<file path="src/adccs_pkg.sv">
package adccs_pkg;
    // register byte offsets
    localparam logic [7:0] CTRL_OFS = 8'h00;
    localparam logic [7:0] CFG_OFS = 8'h04;
    localparam logic [7:0] DIR_OFS = 8'h08;
    localparam logic [7:0] RES_OFS = 8'h0c;
    localparam logic [7:0] PORT_OFS = 8'h10;
    localparam logic [7:0] STAT_OFS = 8'h14;
    // converter_control_reg fields
    localparam int CS_HI = 7;
    localparam int CS_LO = 6;
    localparam int CH_HI = 4;
    localparam int CH_LO = 3;
    localparam int GO_BIT = 2;
    localparam int DONE_BIT = 1;
    localparam int PWR_BIT = 0;
    // clock select codes
    localparam logic [1:0] CS_DIV2 = 2'h0;
    localparam logic [1:0] CS_DIV8 = 2'h1;
    localparam logic [1:0] CS_DIV32 = 2'h2;
    localparam logic [1:0] CS_RC = 2'h3;
    // reset values
    localparam logic [7:0] CTRL_RST = 8'h00;
    localparam logic [1:0] CFG_RST = 2'h0;
    localparam logic [3:0] DIR_RST = 4'hf;
    localparam logic [7:0] RES_RST = 8'h00;
    localparam logic [3:0] LATCH_RST = 4'h0;
    // timing
    localparam int CLK_PERIOD_PS = 25000;
    localparam int TAD_MIN_NS = 1600;
    localparam int RC_TAD_NS = 4000;
    localparam int TAD_MIN_CYC = (TAD_MIN_NS * 1000 + CLK_PERIOD_PS - 1) / CLK_PERIOD_PS;
    localparam int RC_TAD_CYC = (RC_TAD_NS * 1000) / CLK_PERIOD_PS;
    localparam int DIV2_CYC = 2;
    localparam int DIV8_CYC = 8;
    localparam int DIV32_CYC = 32;
    // conversion phases: setup period, 8 bit periods, closing half period
    localparam logic [3:0] PH_FIRST_BIT = 4'h1;
    localparam logic [3:0] PH_LAST_BIT = 4'h8;
    localparam logic [3:0] PH_HALF = 4'h9;
    localparam logic [1:0] HOLDOFF_TADS = 2'h2;

    typedef enum logic [1:0] {
        ST_OFF,
        ST_ACQ,
        ST_CONV,
        ST_HOLD
    } adccs_state_t;
endpackage : adccs_pkg

</file>
<file path="src/adccs_top.sv">
// Local design decisions: register access over APB and the placing of the registers.
`timescale 1ns/1ps
// Contract
// - one 8-bit conversion lasts nine and a half bit periods.
// - select 00/01/10 give 2/8/32 oscillator periods per bit, 11 internal rc.
// - a selected pin driven as output converts its driven digital level.
// - port reads return zero on pins configured as analog inputs.
// - digital input pins remain convertible when selected as channel.
// - clearing go during a conversion aborts it at once.
// - an abort leaves the result register untouched.
// - after an abort wait two bit periods, then acquire again.
// - acquisition does not depend on intended resolution.
// - mid-conversion select changes accepted among divisors only, never rc.
// - total time sums each period at its current length.
// - bits after a period below minimum are flagged invalid.
// - completion loads result, clears go, sets done flag.
// - clock select at bits 7:6, go at bit 2 of control register.
module adccs_top #(
    parameter int NPINS = 4,
    parameter int RC_CYC = adccs_pkg::RC_TAD_CYC,
    parameter int MIN_CYC = adccs_pkg::TAD_MIN_CYC
) (
    input wire logic clk,
    input wire logic rst,
    input wire logic psel,
    input wire logic penable,
    input wire logic pwrite,
    input wire logic [7:0] paddr,
    input wire logic [31:0] pwdata,
    output logic [31:0] prdata,
    output logic pready,
    output logic pslverr,
    input wire logic [NPINS-1:0] pin_in,
    output logic [NPINS-1:0] pin_out,
    output logic [NPINS-1:0] pin_oe,
    input wire logic cmp_in,
    output logic core_power,
    output logic acq_sample,
    output logic [1:0] conv_channel,
    output logic conv_from_driven,
    output logic conv_driven_level,
    output logic [7:0] sar_code,
    output logic conv_busy,
    output logic conv_done_pulse
);
    // elaboration-time parameter checks
    if (NPINS != 4) begin : g_bad_npins
        $error("adccs_top: NPINS must be 4");
    end
    if (RC_CYC < 2 || RC_CYC > 65535) begin : g_bad_rc_cyc
        $error("adccs_top: RC_CYC out of range");
    end
    if (MIN_CYC < 1 || MIN_CYC > 65535) begin : g_bad_min_cyc
        $error("adccs_top: MIN_CYC out of range");
    end

    // bit-period length in clk cycles for a select code
    function automatic logic [15:0] tad_len(input logic [1:0] sel);
        logic [15:0] len;
        len = 16'(RC_CYC);
        unique case (sel)
            adccs_pkg::CS_DIV2: len = 16'(adccs_pkg::DIV2_CYC);
            adccs_pkg::CS_DIV8: len = 16'(adccs_pkg::DIV8_CYC);
            adccs_pkg::CS_DIV32: len = 16'(adccs_pkg::DIV32_CYC);
            adccs_pkg::CS_RC: len = 16'(RC_CYC);
        endcase
        return len;
    endfunction : tad_len

    // pins reading as analog for a port configuration
    function automatic logic [3:0] analog_mask(input logic [1:0] cfg);
        logic [3:0] m;
        m = 4'hf;
        unique case (cfg)
            2'h0: m = 4'hf;
            2'h1: m = 4'hf;
            2'h2: m = 4'h3;
            2'h3: m = 4'h0;
        endcase
        return m;
    endfunction : analog_mask

    // registers
    logic [1:0] cs_q, cs_d;
    logic [1:0] ch_q;
    logic go_q, go_d;
    logic done_q, done_d;
    logic pwr_q;
    logic [1:0] cfg_q;
    logic [3:0] dir_q;
    logic [3:0] latch_q;
    logic [7:0] res_q, res_d;
    logic [7:0] invalid_q, invalid_d;
    logic [31:0] rdata_q;
    adccs_pkg::adccs_state_t state_q, state_d;
    logic [15:0] presc_q, presc_d;
    logic [3:0] phase_q, phase_d;
    logic [1:0] hold_q, hold_d;
    logic [7:0] sar_q, sar_d;
    logic bad_q, bad_d;
    logic rc_run_q, rc_run_d;
    logic [1:0] run_cs_q, run_cs_d;
    logic done_pulse_q;
    logic [3:0] pin_s1_q, pin_s2_q;

    // apb decode
    wire setup_ph = psel & ~penable;
    wire access_ph = psel & penable;
    wire wr_en = access_ph & pwrite;
    wire hit_ctrl = paddr == adccs_pkg::CTRL_OFS;
    wire hit_cfg = paddr == adccs_pkg::CFG_OFS;
    wire hit_dir = paddr == adccs_pkg::DIR_OFS;
    wire hit_res = paddr == adccs_pkg::RES_OFS;
    wire hit_port = paddr == adccs_pkg::PORT_OFS;
    wire hit_stat = paddr == adccs_pkg::STAT_OFS;
    wire mapped = hit_ctrl | hit_cfg | hit_dir | hit_res | hit_port | hit_stat;
    wire wr_ctrl = wr_en & hit_ctrl;
    wire wr_cfg = wr_en & hit_cfg;
    wire wr_dir = wr_en & hit_dir;
    wire wr_res = wr_en & hit_res;
    wire wr_port = wr_en & hit_port;

    assign pready = 1'b1;
    assign pslverr = access_ph & ~mapped;
    assign prdata = rdata_q;

    // port readback, analog pins forced low
    wire [3:0] amask = analog_mask(cfg_q);
    wire [3:0] port_rd = pin_s2_q & ~amask;
    wire [7:0] ctrl_rd = {cs_q, 1'b0, ch_q, go_q, done_q, pwr_q};
    wire [7:0] stat_rd = {4'h0, bad_q, conv_busy, state_q};
    wire [31:0] rd_mux = hit_ctrl ? {24'h000000, ctrl_rd} :
                         hit_cfg ? {30'h00000000, cfg_q} :
                         hit_dir ? {28'h0000000, dir_q} :
                         hit_res ? {24'h000000, res_q} :
                         hit_port ? {28'h0000000, port_rd} :
                         hit_stat ? {16'h0000, invalid_q, stat_rd} : 32'h00000000;

    // selected channel source
    wire sel_is_output = ~dir_q[ch_q];
    assign conv_channel = ch_q;
    assign conv_from_driven = sel_is_output;
    assign conv_driven_level = latch_q[ch_q];
    assign pin_out = latch_q;
    assign pin_oe = ~dir_q;
    assign core_power = pwr_q;
    assign acq_sample = state_q == adccs_pkg::ST_ACQ;
    assign sar_code = sar_q;
    assign conv_busy = state_q == adccs_pkg::ST_CONV;
    assign conv_done_pulse = done_pulse_q;

    // software view of control fields
    wire [1:0] wr_cs = pwdata[adccs_pkg::CS_HI:adccs_pkg::CS_LO];
    wire wr_go = pwdata[adccs_pkg::GO_BIT];
    wire wr_done = pwdata[adccs_pkg::DONE_BIT];
    wire wr_pwr = pwdata[adccs_pkg::PWR_BIT];
    wire go_now = wr_ctrl ? wr_go : go_q;
    wire pwr_now = wr_ctrl ? wr_pwr : pwr_q;

    // clock select in force during a conversion
    wire cs_is_rc = cs_q == adccs_pkg::CS_RC;
    wire [1:0] eff_cs = rc_run_q ? adccs_pkg::CS_RC : (cs_is_rc ? run_cs_q : cs_q);
    wire [15:0] cur_len = tad_len(eff_cs);
    wire [15:0] half_len = (cur_len >> 1);
    wire [15:0] end_cnt = (phase_q == adccs_pkg::PH_HALF) ? half_len - 16'h0001 : cur_len - 16'h0001;
    wire period_end = presc_q >= end_cnt;
    wire below_min = cur_len < 16'(MIN_CYC);
    wire in_bit = (phase_q >= adccs_pkg::PH_FIRST_BIT) && (phase_q <= adccs_pkg::PH_LAST_BIT);
    wire [2:0] bit_idx = 3'(adccs_pkg::PH_LAST_BIT - phase_q);
    wire [7:0] bit_one = 8'h01 << bit_idx;
    wire [7:0] next_one = 8'h01 << 3'(bit_idx - 3'h1);
    wire conv_fin = (state_q == adccs_pkg::ST_CONV) && pwr_now && go_now && period_end && (phase_q == adccs_pkg::PH_HALF);

    // sequencer
    always_comb begin
        state_d = state_q;
        presc_d = presc_q;
        phase_d = phase_q;
        hold_d = hold_q;
        sar_d = sar_q;
        bad_d = bad_q;
        invalid_d = invalid_q;
        rc_run_d = rc_run_q;
        run_cs_d = run_cs_q;
        res_d = wr_res ? pwdata[7:0] : res_q;
        go_d = go_now;
        done_d = wr_ctrl ? wr_done : done_q;
        cs_d = wr_ctrl ? wr_cs : cs_q;
        unique case (state_q)
            adccs_pkg::ST_OFF: begin
                go_d = 1'b0;
                if (pwr_now) begin
                    state_d = adccs_pkg::ST_ACQ;
                end
            end
            adccs_pkg::ST_ACQ: begin
                if (!pwr_now) begin
                    state_d = adccs_pkg::ST_OFF;
                    go_d = 1'b0;
                end else if (go_q) begin
                    state_d = adccs_pkg::ST_CONV;
                    presc_d = 16'h0000;
                    phase_d = 4'h0;
                    sar_d = 8'h80;
                    bad_d = 1'b0;
                    rc_run_d = cs_is_rc;
                    run_cs_d = cs_q;
                end
            end
            adccs_pkg::ST_CONV: begin
                if (!pwr_now || !go_now) begin
                    state_d = adccs_pkg::ST_HOLD;
                    presc_d = 16'h0000;
                    phase_d = 4'h0;
                    hold_d = 2'h0;
                    go_d = 1'b0;
                end else begin
                    if (!rc_run_q && !cs_is_rc) begin
                        run_cs_d = cs_q;
                    end
                    if (below_min && in_bit) begin
                        bad_d = 1'b1;
                    end
                    if (period_end) begin
                        presc_d = 16'h0000;
                        phase_d = phase_q + 4'h1;
                        if (in_bit) begin
                            if (!cmp_in) begin
                                sar_d = sar_q & ~bit_one;
                            end
                            if (phase_q != adccs_pkg::PH_LAST_BIT) begin
                                sar_d = (cmp_in ? sar_q : (sar_q & ~bit_one)) | next_one;
                            end
                            invalid_d[bit_idx] = bad_q | below_min;
                        end
                        if (phase_q == adccs_pkg::PH_HALF) begin
                            state_d = adccs_pkg::ST_HOLD;
                            hold_d = 2'h0;
                            res_d = sar_q;
                            go_d = 1'b0;
                            done_d = 1'b1;
                        end
                    end else begin
                        presc_d = presc_q + 16'h0001;
                    end
                end
            end
            adccs_pkg::ST_HOLD: begin
                if (!pwr_now) begin
                    state_d = adccs_pkg::ST_OFF;
                    go_d = 1'b0;
                end else if (period_end) begin
                    presc_d = 16'h0000;
                    hold_d = hold_q + 2'h1;
                    if (hold_q == adccs_pkg::HOLDOFF_TADS - 2'h1) begin
                        state_d = adccs_pkg::ST_ACQ;
                    end
                end else begin
                    presc_d = presc_q + 16'h0001;
                end
            end
        endcase
    end

    // pin synchroniser
    always_ff @(posedge clk or posedge rst) begin
        if (rst) begin
            pin_s1_q <= 4'h0;
            pin_s2_q <= 4'h0;
        end else begin
            pin_s1_q <= pin_in;
            pin_s2_q <= pin_s1_q;
        end
    end

    // software registers
    always_ff @(posedge clk or posedge rst) begin
        if (rst) begin
            cs_q <= adccs_pkg::CTRL_RST[adccs_pkg::CS_HI:adccs_pkg::CS_LO];
            ch_q <= adccs_pkg::CTRL_RST[adccs_pkg::CH_HI:adccs_pkg::CH_LO];
            pwr_q <= adccs_pkg::CTRL_RST[adccs_pkg::PWR_BIT];
            cfg_q <= adccs_pkg::CFG_RST;
            dir_q <= adccs_pkg::DIR_RST;
            latch_q <= adccs_pkg::LATCH_RST;
            rdata_q <= 32'h00000000;
        end else begin
            if (wr_ctrl) begin
                cs_q <= cs_d;
                ch_q <= pwdata[adccs_pkg::CH_HI:adccs_pkg::CH_LO];
                pwr_q <= wr_pwr;
            end
            if (wr_cfg) begin
                cfg_q <= pwdata[1:0];
            end
            if (wr_dir) begin
                dir_q <= pwdata[3:0];
            end
            if (wr_port) begin
                latch_q <= pwdata[3:0];
            end
            if (setup_ph) begin
                rdata_q <= rd_mux;
            end
        end
    end

    // sequencer and result state
    always_ff @(posedge clk or posedge rst) begin
        if (rst) begin
            state_q <= adccs_pkg::ST_OFF;
            go_q <= adccs_pkg::CTRL_RST[adccs_pkg::GO_BIT];
            done_q <= adccs_pkg::CTRL_RST[adccs_pkg::DONE_BIT];
            res_q <= adccs_pkg::RES_RST;
            invalid_q <= 8'h00;
            presc_q <= 16'h0000;
            phase_q <= 4'h0;
            hold_q <= 2'h0;
            sar_q <= 8'h00;
            bad_q <= 1'b0;
            rc_run_q <= 1'b0;
            run_cs_q <= adccs_pkg::CS_DIV2;
            done_pulse_q <= 1'b0;
        end else begin
            state_q <= state_d;
            go_q <= go_d;
            done_q <= done_d;
            res_q <= res_d;
            invalid_q <= invalid_d;
            presc_q <= presc_d;
            phase_q <= phase_d;
            hold_q <= hold_d;
            sar_q <= sar_d;
            bad_q <= bad_d;
            rc_run_q <= rc_run_d;
            run_cs_q <= run_cs_d;
            done_pulse_q <= conv_fin;
        end
    end
endmodule : adccs_top

</file>
<file path="config.mk">
export PLATFORM = sky130hd
export DESIGN_NAME = adccs_top
export DESIGN_NICKNAME = d
export VERILOG_FILES = /design/src/adccs_pkg.sv /design/src/adccs_top.sv
export SDC_FILE = /design/constraint.sdc
export NUM_CORES = 1
export LEC_CHECK = 0
export ABC_AREA = 1
export ABC_CLOCK_PERIOD_IN_PS = 4150
export BUFFER_PORTS_ARGS = -buffer_cell sky130_fd_sc_hd__buf_2
export CAP_MARGIN = 20
export CORE_ASPECT_RATIO = 0.8
export CORE_MARGIN = 2
export CORE_UTILIZATION = 35
export CTS_BUF_LIST = sky130_fd_sc_hd__clkbuf_8 sky130_fd_sc_hd__clkbuf_16
export DETAILED_ROUTE_END_ITERATION = 8
export PLACE_DENSITY = 0.51
export SYNTH_ARGS = -nofsm -noshare
export SYNTH_HDL_FRONTEND = slang
export SYNTH_SLANG_ARGS = --single-unit
</file>
<file path="constraint.sdc">
create_clock -name clk -period 4.15 [get_ports clk]
set_clock_uncertainty 0.2 [all_clocks]
set_input_delay 0.6225 -clock clk [delete_from_list [all_inputs] [get_ports clk]]
set_output_delay 0.6225 -clock clk [all_outputs]
set_load 0.05 [all_outputs]
</file>
==> qor.txt <==
Post-Route Setup TNS - 0 ns
GPL Wtd Cong - 0.841
Total Wirelength - 12800 um
HPWL after detailed placement - 9750 um
Setup Buffers After CTS - 0
Num CTS Buffers - 9
Post-CTS Resized - 0
Largest stage delay, worst path - 0.46 ns
CP arrival - 3.41 ns
Fin Hold WS - 0.0970 ns
Max-cap viol count - 0
Routed WL per cell - 13.6 um
Fraction of layout cells with a size suffix above 1 - 18.4%
Die area - 0.0160 mm2
Total design power - 2.22 mW
Maximum clock path buffer count - 2
PD cells - 367 mW/mm2
Initial antenna violation count - 0
# setup viols final - 0
Status - finished, final reports clean
Syn Area/Cell - 7.84 um2
Static Leak - 3.16 nW
RSZ-0062 raised after global routing - no
# IOs - 108
Final Slew Violations - 0
Post-DRT Antenna Nets - 0
CORE AREA - 0.0149 mm2
Clock Pin Slew Worst Setup and Hold Paths - 0.07 ns
FP Rows - 40
Pin count of the biggest net entering global routing - 36
Count of state elements after synthesis - 94
All-Layer GR Usage - 16.9%
Relative slew slack - 56.2%
Drt drc - 0
CP top delay family - simple AND/OR/NAND/NOR gates
Initial Utilization - 35.4%
Worst R2R Path Depth - 20
Hold buffer count at cts - 0
Vias per cell - 4.76
Clock root buffer - clkbuf_16
Final Hold Viols - 0
Post-route worst setup slack - 0.783 ns
TritonCTS Sinks - 94
CP most frequent cell - nand2_1
Hold crit path type - in2async
Crit Path Max Fanout - 11
Crit path kind - reg2reg
VDD IR max - 0.209 mV
CTS tree - built
Final Core Density - 40.7%
CP max-delay cell - dfrtp_1
Buffers & Inverters on Critical Path - 5
Fmax - 297 MHz
Synth cell types - 42
Nets - 811
Sequential share of the synthesized area - 44.8%
Tcrit/Tclk final - 81.1%
H-Tree Depth - 3
Commonest non-fill, non-tap cell in the layout - nand2_1
Most frequent cells in the layout - nand2_1 (197), dfrtp_1 (90), inv_1 (78), buf_2 (66), o21ai_0 (50)
Cell count along the critical path - 20
Die W - 141 um
Syn Inst Count - 671
Diodes inserted - 0
Grt total ovfl - 0
Layout area overhead - 15.1%
Clk_lat worst skew - 0.36 ns
Cell Chain, Critical Path - inv_1, ha_1, nand2_1, nor2_1, buf_4, inv_1, a21oi_1, ha_1, nand2_1, inv_1, nand2_1, nand2_1, nand2_1, nand4_1, nand2_1, nor2_1, nand2_1, clkinv_1, nand2_1, nand2_1
Vias in the first global route - 4122
PortBufs - 66
Drt pass-1 iters - 4
WP data required - 4.19 ns
Die Ht - 114 um
Synth warnings - 0
First-pass GRT wire length - 21200 um
Slew @ Worst Pin - 0.651 ns
CP Launch Type - flip-flop
Crit path capture type - flip-flop
DR iter-0 viols - 221
Min cycle time layout - 3.37 ns
Synth Cell Area - 0.00526 mm2
DR vias - 4459
Dpl ws - 0.797 ns
-- where the power goes --
part / switching (mW) / total [mW] / internal, mW / leakage, nW
Clock: 0.407 / 0.834 / 0.427 / 0.144
Combinational: 0.312 / 0.413 / 0.101 / 1.76
Sequential: 0.0281 / 0.975 / 0.947 / 1.25
Total: 0.747 / 2.22 / 1.48 / 3.16
-- state kept, by name, summed over array words and instances (netlist names), 4 cells and up, named ones only --
| name | count |
|---|---|
| dir_q | 4 |
| presc_q | 16 |
| invalid_q | 8 |
| phase_q | 4 |
| pin_out | 4 |
| sar_code | 8 |
| prdata | 16 |
| pin_s2_q | 4 |
| res_q | 8 |
| pin_s1_q | 4 |
-- synthesized netlist by cell type (all sizes together) --
| library cell | count | area share [%] |
|---|---|---|
| nand2 | 209 | 16 |
| dfrtp | 90 | 43 |
| inv | 82 | 5.9 |
| o21ai | 63 | 6.7 |
| nor2 | 55 | 5.0 |
| nand3 | 52 | 5.4 |
| buf | 24 | 3.3 |
| ha | 18 | 4.3 |
| a21oi | 17 | 1.6 |
| nand4 | 15 | 2.0 |
| clkbuf | 5 | 0.36 |
| nor3 | 5 | 0.48 |
| o22ai | 5 | 0.59 |
| xor2 | 5 | 0.83 |
| clkinv | 4 | 0.29 |
| dfstp | 4 | 2.0 |
| o211ai | 4 | 0.57 |
| conb | 2 | 0.14 |
| nor4 | 2 | 0.24 |
| or2 | 2 | 0.24 |
| a21o | 1 | 0.14 |
| a22oi | 1 | 0.14 |
| a31oi | 1 | 0.12 |
| a32oi | 1 | 0.17 |
| and3 | 1 | 0.12 |
| nand3b | 1 | 0.38 |
| o21a | 1 | 0.14 |
| xnor2 | 1 | 0.17 |
-- cells by family after synthesis --
family	count (synthesis)	synth area share [%]
AOI/OAI and AO/OA	94	10.2
xor gates and xnor gates	6	0.999
adders and majority gates	18	4.28
buffers and inverters	115	9.80
DFF	94	44.8
other	2	0.143
and+or+nand+nor	342	29.8
-- per-layer routing --
layer,global-route usage (%),vias up,wire (um)
li1,-,2259,-
met1,24.6,2093,6610
met2,25.3,99,5390
met3,4.66,8,620
met4,3.47,0,137
met5,0,-,0
-- metrics by stage --
| stage | cell area, um2 | instances |
|---|---|---|
| final | 6060 | 937 |
| after global routing | 6060 | 937 |
| after CTS | 6060 | 937 |
| after detailed placement | 5760 | 921 |
| after global placement | 5760 | 921 |
| after floorplan | 5320 | 687 |
-- cell type report --
class,instances,area (um2)
Sequential cell,94,2360
Timing Repair Buffer,74,390
Clock inverter,7,72.6
Fill cell,1535,8810
Tap cell,189,236
Clock buffer,9,225
Multi-Input combinational cell,478,2450
Inverter,86,327
-- worst reg2reg max path, cell delays in order, from the launching register on --
cell	delay (ns)
dfrtp_1	0.46
inv_1	0.20
ha_1	0.21
nand2_1	0.08
nor2_1	0.11
buf_4	0.15
inv_1	0.06
a21oi_1	0.17
ha_1	0.26
nand2_1	0.08
inv_1	0.04
nand2_1	0.05
nand2_1	0.04
nand2_1	0.05
nand4_1	0.10
nand2_1	0.12
nor2_1	0.07
nand2_1	0.31
clkinv_1	0.30
nand2_1	0.14
nand2_1	0.06
-- final timing paths --
path,slack [ns],start,end
worst min-delay path,0.1,rst,pin_out[2]
min in group clk,0.14,pin_s1_q[1],pin_s2_q[1]
worst min register to register,0.14,pin_s1_q[1],pin_s2_q[1]
max in group asynchronous,2.76,rst,res_q[1]
worst max-delay path,0.78,phase_q[1],res_q[1]
worst max register to register,0.78,phase_q[1],res_q[1]
Power figures use the tool's default switching activity.
